`config.mk`:
```
export PLATFORM = sky130hd
export DESIGN_NAME = marker_list_delay
export DESIGN_NICKNAME = d
export VERILOG_FILES = /design/src/design/marker_pkg.sv /design/src/design/marker_delay_line.sv /design/src/design/marker_list_delay.sv
export SDC_FILE = /design/constraint.sdc
export NUM_CORES = 2
export LEC_CHECK = 0
export ABC_AREA = 1
export BUFFER_PORTS_ARGS = -buffer_cell sky130_fd_sc_hd__buf_2
export CAP_MARGIN = 40
export CORE_MARGIN = 3
export CORE_UTILIZATION = 32
export DETAILED_ROUTE_END_ITERATION = 16
export PLACE_DENSITY = 0.54
export SYNTH_ARGS = -nofsm -noshare
export SYNTH_HDL_FRONTEND = slang
export SYNTH_SLANG_ARGS = --single-unit
```
`constraint.sdc`:
```
create_clock -name clk -period 4.36 [get_ports clk]
set_input_delay 0.872 -clock clk [delete_from_list [all_inputs] [get_ports clk]]
set_output_delay 0.872 -clock clk [all_outputs]
set_load 0.05 [all_outputs]
```
`src/design/marker_pkg.sv`:
```
package marker_pkg;

  localparam int MARKERS = 4;
  localparam int NUM_ENTRIES = 8;
  localparam int SLOT_W = 3;
  localparam int MARK_W = 2;
  localparam int IDX_W = 16;
  localparam int DLY_W = 8;
  localparam logic [DLY_W-1:0] MAX_DELAY = 8'hff;
  localparam logic [DLY_W-1:0] DELAY_RST = 8'h00;
  localparam logic [IDX_W-1:0] IDX_RST = 16'h0000;
  // sample path rate limit, and the rate this build is clocked at
  localparam int MEM_CLK_MAX_MHZ = 300;
  localparam int SYS_CLK_MHZ = 25;

  typedef logic [IDX_W-1:0] sampleIdx_t;
  typedef logic [DLY_W-1:0] delay_t;

  typedef enum logic [1:0] {
    MODE_UNCHANGED,
    MODE_LIST,
    MODE_OFF
  } markerMode_t;

  typedef struct packed {
    logic valid;
    sampleIdx_t first;
    sampleIdx_t last;
    logic value;
  } listEntry_t;

  typedef struct packed {
    logic [MARK_W-1:0] marker;
    logic [SLOT_W-1:0] slot;
    listEntry_t entry;
  } tableWrite_t;

  typedef struct packed {
    logic fixRange;
    delay_t rangeMin;
    delay_t rangeMax;
  } delayRange_t;

endpackage : marker_pkg

```
`src/design/marker_delay_line.sv`:
```
`timescale 1ns/1ns
`default_nettype none
module marker_delay_line (
  input wire logic clk,
  input wire logic rst,
  input wire logic shiftEn,
  input wire logic clear,
  input wire logic inBit,
  input wire marker_pkg::delay_t delay,
  output logic outBit
);
  import marker_pkg::*;

  localparam int HIST = int'(MAX_DELAY);

  logic [HIST-1:0] hist_q;
  logic [HIST:0] taps;
  logic tapBit;

  // tap 0 is the sample entering now, tap d is d samples old
  assign taps = {hist_q, inBit};
  assign tapBit = taps[delay];

  // delay is only a tap select, so a change acts at once, no restart
  always_ff @(posedge clk) begin
    if (rst || clear) begin
      hist_q <= '0;
      outBit <= 1'b0;
    end else if (shiftEn) begin
      hist_q <= {hist_q[HIST-2:0], inBit};
      outBit <= tapBit;
    end
  end

  zeroDelay_a: assert property (@(posedge clk) disable iff (rst)
    shiftEn && !clear && delay == 8'h00 |=> outBit == $past(inBit))
    else $error("zero delay does not pass the sample through");

  clearLow_a: assert property (@(posedge clk) disable iff (rst)
    clear |=> !outBit && hist_q == '0)
    else $error("restart did not empty the delay history");

  oneDelay_a: assert property (@(posedge clk) disable iff (rst)
    shiftEn && !clear && delay == 8'h01 |=> outBit == $past(hist_q[0]))
    else $error("delay of one sample picks the wrong tap");

  holdIdle_a: assert property (@(posedge clk) disable iff (rst)
    !shiftEn && !clear |=> $stable(outBit))
    else $error("marker moved without a sample step");

endmodule : marker_delay_line
`default_nettype wire

```
`src/design/marker_list_delay.sv`:
```
`timescale 1ns/1ns
`default_nettype none
// Function
// list mode drives marker from 0/1 table
// range entries cover inclusive start to end
// single-sample entries, several entries in sequence
// each marker has its own delay
// delay counts samples, not time
// sample path pipelined for 300 MHz memory clock
// fixed range clamps accepted delays
// in-range delay change acts without restart
// mode selectable; file trace never overwritten
// uncovered samples low; table restarts at zero
module marker_list_delay (
  input wire logic clk,
  input wire logic rst,
  input wire logic sampleEn,
  input wire logic waveStart,
  input wire logic [marker_pkg::MARKERS-1:0] fileMarker,
  input wire marker_pkg::markerMode_t modeSel [marker_pkg::MARKERS],
  input wire logic tblWe,
  input wire marker_pkg::tableWrite_t tblWr,
  input wire logic [marker_pkg::MARKERS-1:0] delayWe,
  input wire marker_pkg::delay_t delayVal,
  input wire marker_pkg::delayRange_t delayRange,
  output logic [marker_pkg::MARKERS-1:0] markerOut,
  output marker_pkg::sampleIdx_t sampleIdx,
  output marker_pkg::delay_t delayOut [marker_pkg::MARKERS]
);
  import marker_pkg::*;

  ////////////////////////////////////////////////////////////////////////////
  // helpers

  // later entries override earlier ones; nothing covered reads low
  function automatic logic listLookup(input listEntry_t ents [NUM_ENTRIES], input sampleIdx_t idx);
    logic bitVal;
    bitVal = 1'b0;
    for (int e = 0; e < NUM_ENTRIES; e++) begin
      if (ents[e].valid && idx >= ents[e].first && idx <= ents[e].last) begin
        bitVal = ents[e].value;
      end
    end
    return bitVal;
  endfunction : listLookup

  function automatic delay_t acceptDelay(input delay_t v, input delayRange_t r);
    delay_t res;
    res = v;
    if (r.fixRange) begin
      if (v < r.rangeMin) begin
        res = r.rangeMin;
      end else if (v > r.rangeMax) begin
        res = r.rangeMax;
      end
    end
    return res;
  endfunction : acceptDelay

  ////////////////////////////////////////////////////////////////////////////
  // sample index

  listEntry_t table_q [MARKERS][NUM_ENTRIES];
  delay_t delay_q [MARKERS];
  sampleIdx_t idx_q;
  logic restart_q;
  logic step_q;
  logic [MARKERS-1:0] srcBit;
  logic [MARKERS-1:0] listBit;
  logic [MARKERS-1:0] src_q;

  assign sampleIdx = idx_q;

  always_ff @(posedge clk) begin
    if (rst || waveStart) begin
      idx_q <= IDX_RST;
    end else if (sampleEn) begin
      idx_q <= idx_q + 16'h0001;
    end
  end

  ////////////////////////////////////////////////////////////////////////////
  // list table

  always_ff @(posedge clk) begin
    if (rst) begin
      for (int m = 0; m < MARKERS; m++) begin
        for (int e = 0; e < NUM_ENTRIES; e++) begin
          table_q[m][e] <= '0;
        end
      end
    end else if (tblWe) begin
      table_q[tblWr.marker][tblWr.slot] <= tblWr.entry;
    end
  end

  ////////////////////////////////////////////////////////////////////////////
  // delay settings

  always_ff @(posedge clk) begin
    if (rst) begin
      for (int m = 0; m < MARKERS; m++) begin
        delay_q[m] <= DELAY_RST;
      end
    end else begin
      for (int m = 0; m < MARKERS; m++) begin
        if (delayWe[m]) begin
          delay_q[m] <= acceptDelay(delayVal, delayRange);
        end
      end
    end
  end

  assign delayOut = delay_q;

  ////////////////////////////////////////////////////////////////////////////
  // per-marker source select and delay

  // the file trace is only read, a mode choice never writes it back
  genvar g;
  generate
    for (g = 0; g < MARKERS; g++) begin : gMark
      assign listBit[g] = listLookup(table_q[g], idx_q);
      assign srcBit[g] = (modeSel[g] == MODE_LIST) ? listBit[g] :
                         (modeSel[g] == MODE_UNCHANGED) ? fileMarker[g] : 1'b0;

      marker_delay_line uDelay (
        .clk(clk),
        .rst(rst),
        .shiftEn(step_q),
        .clear(restart_q),
        .inBit(src_q[g]),
        .delay(delay_q[g]),
        .outBit(markerOut[g])
      );
    end
  endgenerate

  // one register stage between table compare and delay taps
  always_ff @(posedge clk) begin
    if (rst) begin
      src_q <= '0;
      step_q <= 1'b0;
      restart_q <= 1'b0;
    end else begin
      src_q <= srcBit;
      step_q <= sampleEn && !waveStart;
      restart_q <= waveStart;
    end
  end

  ////////////////////////////////////////////////////////////////////////////
  // checks

  idxRestart_a: assert property (@(posedge clk) disable iff (rst)
    waveStart |=> idx_q == 16'h0000)
    else $error("waveform restart did not return index to zero");

  idxStep_a: assert property (@(posedge clk) disable iff (rst)
    sampleEn && !waveStart |=> idx_q == $past(idx_q) + 16'h0001)
    else $error("sample index did not advance by one");

  idxHold_a: assert property (@(posedge clk) disable iff (rst)
    !sampleEn && !waveStart |=> $stable(idx_q))
    else $error("sample index moved without a sample step");

  delayOwn_a: assert property (@(posedge clk) disable iff (rst)
    !delayWe[1] && delayWe[0] |=> $stable(delay_q[1]))
    else $error("marker 2 delay changed on a marker 1 write");

  delayClamp_a: assert property (@(posedge clk) disable iff (rst)
    delayWe[0] && delayRange.fixRange && delayRange.rangeMin <= delayRange.rangeMax
    |=> delay_q[0] >= $past(delayRange.rangeMin) && delay_q[0] <= $past(delayRange.rangeMax))
    else $error("accepted delay left the fixed range");

  delayFree_a: assert property (@(posedge clk) disable iff (rst)
    delayWe[0] && !delayRange.fixRange && !waveStart |=> delay_q[0] == $past(delayVal) && !restart_q)
    else $error("free delay write not taken as given");

  listSel_a: assert property (@(posedge clk) disable iff (rst)
    modeSel[0] == MODE_LIST |-> srcBit[0] == listBit[0])
    else $error("list mode does not follow the table");

  fileSel_a: assert property (@(posedge clk) disable iff (rst)
    modeSel[0] == MODE_UNCHANGED |-> srcBit[0] == fileMarker[0])
    else $error("unchanged mode does not follow the file trace");

  offLow_a: assert property (@(posedge clk) disable iff (rst)
    modeSel[2] == MODE_OFF |-> !srcBit[2])
    else $error("off mode does not drive low");

  tableWr_a: assert property (@(posedge clk) disable iff (rst)
    tblWe |=> table_q[$past(tblWr.marker)][$past(tblWr.slot)] == $past(tblWr.entry))
    else $error("table entry not stored");

  emptyLow_a: assert property (@(posedge clk) disable iff (rst)
    !table_q[0][0].valid && !table_q[0][1].valid && !table_q[0][2].valid && !table_q[0][3].valid &&
    !table_q[0][4].valid && !table_q[0][5].valid && !table_q[0][6].valid && !table_q[0][7].valid
    |-> !listBit[0])
    else $error("empty table does not read low");

  rangeHit_a: assert property (@(posedge clk) disable iff (rst)
    table_q[MARKERS-1][NUM_ENTRIES-1].valid &&
    idx_q >= table_q[MARKERS-1][NUM_ENTRIES-1].first &&
    idx_q <= table_q[MARKERS-1][NUM_ENTRIES-1].last
    |-> listBit[MARKERS-1] == table_q[MARKERS-1][NUM_ENTRIES-1].value)
    else $error("last matching range entry not applied");

  pipeStep_a: assert property (@(posedge clk) disable iff (rst)
    sampleEn && !waveStart |=> step_q && src_q == $past(srcBit))
    else $error("sample stage did not capture the source bits");

endmodule : marker_list_delay
`default_nettype wire

```
After elaboration in Yosys (flattened, before gate mapping) --
Memory sizes are Yosys's and may differ from the RTL's. Cells that the tools add are included.
Operators by class: $add $sub $neg 1, $mul 0, divide/modulo/power cells 0, order comparisons 72, equal/unequal tests 4, shift-type cells 0, multiplexer cells 61, bitwise gates (word level) 1, reduce and logical (&&, ||, !) cells 74
Operator list (number):
- 2-to-1 mux 272 bit | 3
- >= comparator 16 bit | 32
- less-or-equal comparator 16 bit | 32
- OR reduction 272 bit | 1
- demux 34 bit (select 3 bit) | 1
- logical AND 1 bit | 66
- 2-to-1 mux 1 bit | 48
- less-than comparator 8 x 9 -> 1 bit (second input constant) | 4
- 2-to-1 mux 34 bit | 1
- binary-select mux 1 bit (select 8 bit) | 4
- 2-to-1 mux 8 bit | 3
- adder 16 x 1 -> 16 bit (second input constant) | 1
- == test 2 x 1 -> 1 bit (second input constant) | 4
- > comparator 8 bit | 1
- zero test 2 bit | 4
- less-than comparator 8 bit | 1
- >= comparator 4 bit (second input constant) | 1
- less-than comparator 4 x 1 -> 1 bit (second input constant) | 1
- NOT 3 -> 4 bit | 1
- logical OR 1 bit | 2
- 2-to-1 mux 2 bit | 1
- zero test 1 bit | 1
Storage, ports and cells: flip-flop bits (word level) 1078, latch bits 0, bits in writable memories 1088, ROM bits 0, input port bits 85, output and inout port bits 52, word-level logic and storage cells 230, memories kept 1
Memory list:
- table_q | depth 4, width 272, read ports 4, clocked after Yosys merged registers in 0, wr ports 4, RTL line marker_list_delay.sv:63 | listEntry_t table_q [MARKERS][NUM_ENTRIES];

Depth between registers and ports, before layout --
depth in word-level cells 12, depth in mapped cells 22, depth with buffers taken out 22

By module --
Synthesis repeated with hierarchy kept, for this count alone.
Unflattened totals: cells, all modules 13847, area, all modules 112404.1 µm²
Modules (own cells, without submodules):
- marker_list_delay | instances 1, cells an instance 7099, area each 67415.9 µm², seq. area each 33752.4 µm²
- marker_delay_line | instances 4, cells an instance 1687, area each 11247.0 µm², seq. area each 5124.9 µm²

Least setup slack after synthesis --
Ideal clock, no wire load.
path type reg2reg, start register idx_q[1], in the netlist sampleIdx[1], end register idx_q[12], in the netlist sampleIdx[12], setup time 80 ps, data arrival time 3565 ps, data required time 4280 ps, slack 716 ps, cell stages (with the launch flop) 11, path buffers 0, clock period less this slack 3644 ps, path through dfxtp_1 ha_1 nand2_1 inv_1 nand3_1 nor2_1 nand2_1 nor2_1 nand2_1 o21ai_0 nor3b_1
On the way: cells in the longest elaborated chain, start to end 1
Ends and longest elaborated chain:
- start, declared | RTL line marker_list_delay.sv:65 | sampleIdx_t idx_q;
- start signal, assigned | RTL line marker_list_delay.sv:78 | idx_q <= idx_q + 16'h0001;
- adder 16 x 1 -> 16 bit | RTL line marker_list_delay.sv:78
Every way passes these cells. A chain may end at the register's enable or synchronous reset.

Worst setup path after layout --
start register delay_q, in the netlist delayOut[17], end output delayOut[17] (netlist bit)
RTL lines:
- start, declared | RTL line marker_list_delay.sv:64 | delay_t delay_q [MARKERS];
- start signal, assigned by index | RTL line marker_list_delay.sv:108 | delay_q[m] <= acceptDelay(delayVal, delayRange);
- end, declared | RTL line marker_list_delay.sv:28 | output marker_pkg::delay_t delayOut [marker_pkg::MARKERS]
No word-level cell between the ends.

==> results.md <==
| Result | This run |
| --- | --- |
| Run status | completed |
| Slew at the pin closest to its max-slew limit | 1.21 ns |
| Total CTS buffers | 244 |
| Resize count post-CTS | 0 |
| Overall routed net length | 330000 um |
| Cell area after layout | 126000 sq um |
| Worst endpoint data arrival time | 2.67 ns |
| Lkg Pwr | 53.3 nW |
| Clock root buffer | sky130_fd_sc_hd__clkbuf_16 |
| Area of combinational cells with multiple inputs | 48500 sq um |
| Final Critical Period | 3.55 ns |
| Met2 usage in global routing | 0.293 |
| Grt met3 use | 0.0243 |
| Post-synth top area cell | sky130_fd_sc_hd__edfxtp_1 |
| Worst setup path class | reg -> out |
| RSZ-0062 raised after global routing | false |
| IO buf count | 136 |
| Number of nets still failing antenna checks after routing | 0 |
| Syn-to-layout area delta | 12.8% |
| Fraction of post-synthesis cell area in the top cell type by area | 0.291 |
| Clock edge transition at the registers on the reported setup and hold paths | 0.06 ns |
| Netlist area before placement | 112000 sq um |
| TritonCTS clock tree | yes |
| VDD IR-drop max | 0.000358 V |
| Number of search-and-repair iterations in the first detailed-routing pass | 5 |
| Setup repair bufs after CTS | 0 |
| Clock insertion delay at the later pin of the skew report | 0.96 ns |
| Kind of launch point of the worst setup path | flop |
| Max Fanout on Critical Path | 63 |
| Average vias per placed instance | 4.91 |
| Number of H-tree levels | 4 |
| Tightest Hold Check Type | in -> reg |
| Hold Startpoint | waveStart |
| Count of distinct cell types in the synthesized netlist | 44 |
| #FFs+latches synth | 2166 |
| Wire length of the first global-routing pass | 504000 um |
| Highest attainable clock frequency | 282 MHz |
| Number of buffers inserted by hold repair at cts | 0 |
| Remaining DRCs | 0 |
| Die Outline Area | 358000 sq um |
| Syn nets | 14494 |
| Layout filler cell count | 35626 |
| Number of endpoints with negative hold slack in the final report | 0 |
| Maximum clock path buffer count | 4 |
| Critical Path End Type | output pin |
| Number of cell rows | 216 |
| Total congestion overflow | 0 |
| Leading post-synthesis cells by cell area | sky130_fd_sc_hd__edfxtp_1 (29%), sky130_fd_sc_hd__dfxtp_1 (19%), sky130_fd_sc_hd__ha_1 (12%), sky130_fd_sc_hd__nand2_1 (8.5%), sky130_fd_sc_hd__nor2_1 (6.1%) |
| Vias in the first global route | 82405 |
| Source of the critical timing path | delayOut[17]$_SDFFE_PP0P_ |
| Antenna violations before repair | 15 |
| Die X | 598 um |
| Final worst path period share | 0.814 |
| Global Route Usage Sum | 0.180 |
| List of cells traversed by the critical path | buf_4 -> buf_2 |
| Met1 track demand over resource | 0.252 |
| Top_reg_cell synth | sky130_fd_sc_hd__edfxtp_1 |
| Clock Skew | 0.0984 ns |
| Max cap viols | 0 |
| Cell area reported after detailed placement | 118000 sq um |
| Layout cells sized above 1 | 0.0658 |
| Number of setup violations in the final report | 0 |
| Half-perimeter wire length of the detailed placement result | 198000 um |
| Mapped Cells | 13369 |
| Clock sink count | 2166 |
| Busiest layer in global routing | met2 |
| Req. time, crit path | 3.49 ns |
| EDFF count, synth | 1088 |
| Count of placed standard cells in the final layout, fillers left out | 18062 |
| I/O pin cnt | 137 |
| Routability cong. | 0.821 |
| Chip Height | 598 um |
| Maximum single-stage delay on the critical path | 0.87 ns |
| Synthesis warning total | 0 |
| Startpoint of the most critical register-to-register path | sampleIdx[11]$_SDFFE_PP0P_ |
| Routed vias | 88628 |
| Sum of negative setup slack | 0 ns |
| Async set-reset flop share out of synthesis | 0 |
| DRT iter0 DRCs | 7435 |
| Core box area | 348000 sq um |
| Commonest cells post-synth | sky130_fd_sc_hd__nand2_1 (2539), sky130_fd_sc_hd__nor2_1 (1818), sky130_fd_sc_hd__inv_1 (1573), sky130_fd_sc_hd__a21oi_1 (1294), sky130_fd_sc_hd__edfxtp_1 (1088) |
| Slowest stage cell on the critical path | sky130_fd_sc_hd__dfxtp_4 |
| Average wire length per cell after detail routing | 18.3 um |
| Power density cells | 375 nW/um^2 |
| Initial cell density of the core | 0.323 |
| Mean instance size in the synthesized netlist | 8.39 sq um |
| Reg area | 54300 sq um |
| Placed Instances | 17605 |
| Sequential fraction of the synthesis area | 0.484 |
| Largest net degree at the start of global routing | 233 |
| Final slew viol count | 0 |
| Most common cell in the synthesized netlist | sky130_fd_sc_hd__nand2_1 |
| Final-stage net count | 14398 |
| Worst max-slew margin expressed relative to the limit | 0.194 |
state kept, by name, summed over array words and instances (netlist names):
register and flops:
src_q 4, step_q 1, sampleIdx 16, gMark.uDelay.outBit 4, delayOut 32, restart_q 1
gMark.uDelay.hist_q 1020, table_q 1088
logic make-up after synthesis:
group | Yosys count | share of synthesized area
XOR/XNOR | 1 | 0.0000781
buffers and inverters | 2355 | 0.0841
flip-flops | 2166 | 0.484
AO/OA/AOI/OAI | 2386 | 0.122
AND/OR/NAND/NOR | 5421 | 0.194
adder cells (fa/ha/maj) | 1040 | 0.116
through the flow:
step                worst slack [ns]  hold slack [ns]  total power, mW  utilization
global placement                1.14            0.449             27.0        0.339
detailed placement              1.17            0.456             27.1        0.341
CTS                            0.691            0.154             48.1        0.364
global route                   0.650            0.195             49.4        0.364
floorplan                      0.716            0.441             25.6            -
finish                         0.813            0.243             47.5        0.364
cells in the final DEF, fill, tap and decap left out, types with 30 or more instances in the layout:
cell type                      n
sky130_fd_sc_hd__clkbuf_16   250
sky130_fd_sc_hd__nor3_1       83
sky130_fd_sc_hd__nand4_1      75
sky130_fd_sc_hd__nand2_1    2539
sky130_fd_sc_hd__o21ai_1      30
sky130_fd_sc_hd__clkinv_2     64
sky130_fd_sc_hd__buf_12       59
sky130_fd_sc_hd__o21a_1       40
sky130_fd_sc_hd__inv_1      1538
sky130_fd_sc_hd__a211oi_1    482
sky130_fd_sc_hd__nand3_1     892
sky130_fd_sc_hd__nor2_1     1818
sky130_fd_sc_hd__o21ai_0     396
sky130_fd_sc_hd__a21oi_1    1294
sky130_fd_sc_hd__dfxtp_1    1050
sky130_fd_sc_hd__clkbuf_8     48
sky130_fd_sc_hd__buf_4       220
sky130_fd_sc_hd__buf_2       138
sky130_fd_sc_hd__ha_1       1040
sky130_fd_sc_hd__clkbuf_1     60
sky130_fd_sc_hd__o211ai_1     54
sky130_fd_sc_hd__edfxtp_1   1088
per-layer routing:
metal	wire, um	up-vias
li1	-	44332
met1	154000	41825
met2	149000	2030
met3	18600	435
met4	7340	6
met5	35	-
worst paths after layout:
check | endpoint | slack [ns] | depth (start not counted)
setup / recovery | delayOut[17] | 0.81 | 2
hold / removal | restart_q$_SDFF_PP0_ | 0.24 | 3
setup reg to reg | src_q[0]$_SDFF_PP0_ | 1.22 | 16
hold reg to reg | gMark[2].uDelay.hist_q[78]$_SDFFE_PP0P_ | 0.42 | 2
worst max-delay path, delay by kind of cell, from the launching register on:
kind | cells | cell delay (ns)
DFF | 1 | 0.87
buffers and inverters | 2 | 0.85
area by class of cell:
type | instances | area share
antenna | 2 | 0.0000396
clock buffer | 358 | 0.0565
clock inverter | 97 | 0.00720
inverter | 1581 | 0.0472
multi-input combinational | 8848 | 0.383
sequential | 2166 | 0.430
tap | 4578 | 0.0453
timing repair buffer | 432 | 0.0310
where the power goes:
group / total (mW) / switching [mW] / internal, mW / leakage, nW
Combinational: 4.18 / 3.01 / 1.17 / 30.2
Sequential: 22.5 / 0.352 / 22.1 / 19.1
Clock: 20.8 / 8.82 / 12.0 / 3.98
Total: 47.5 / 12.2 / 35.3 / 53.3
Power figures use the tool's default switching activity.
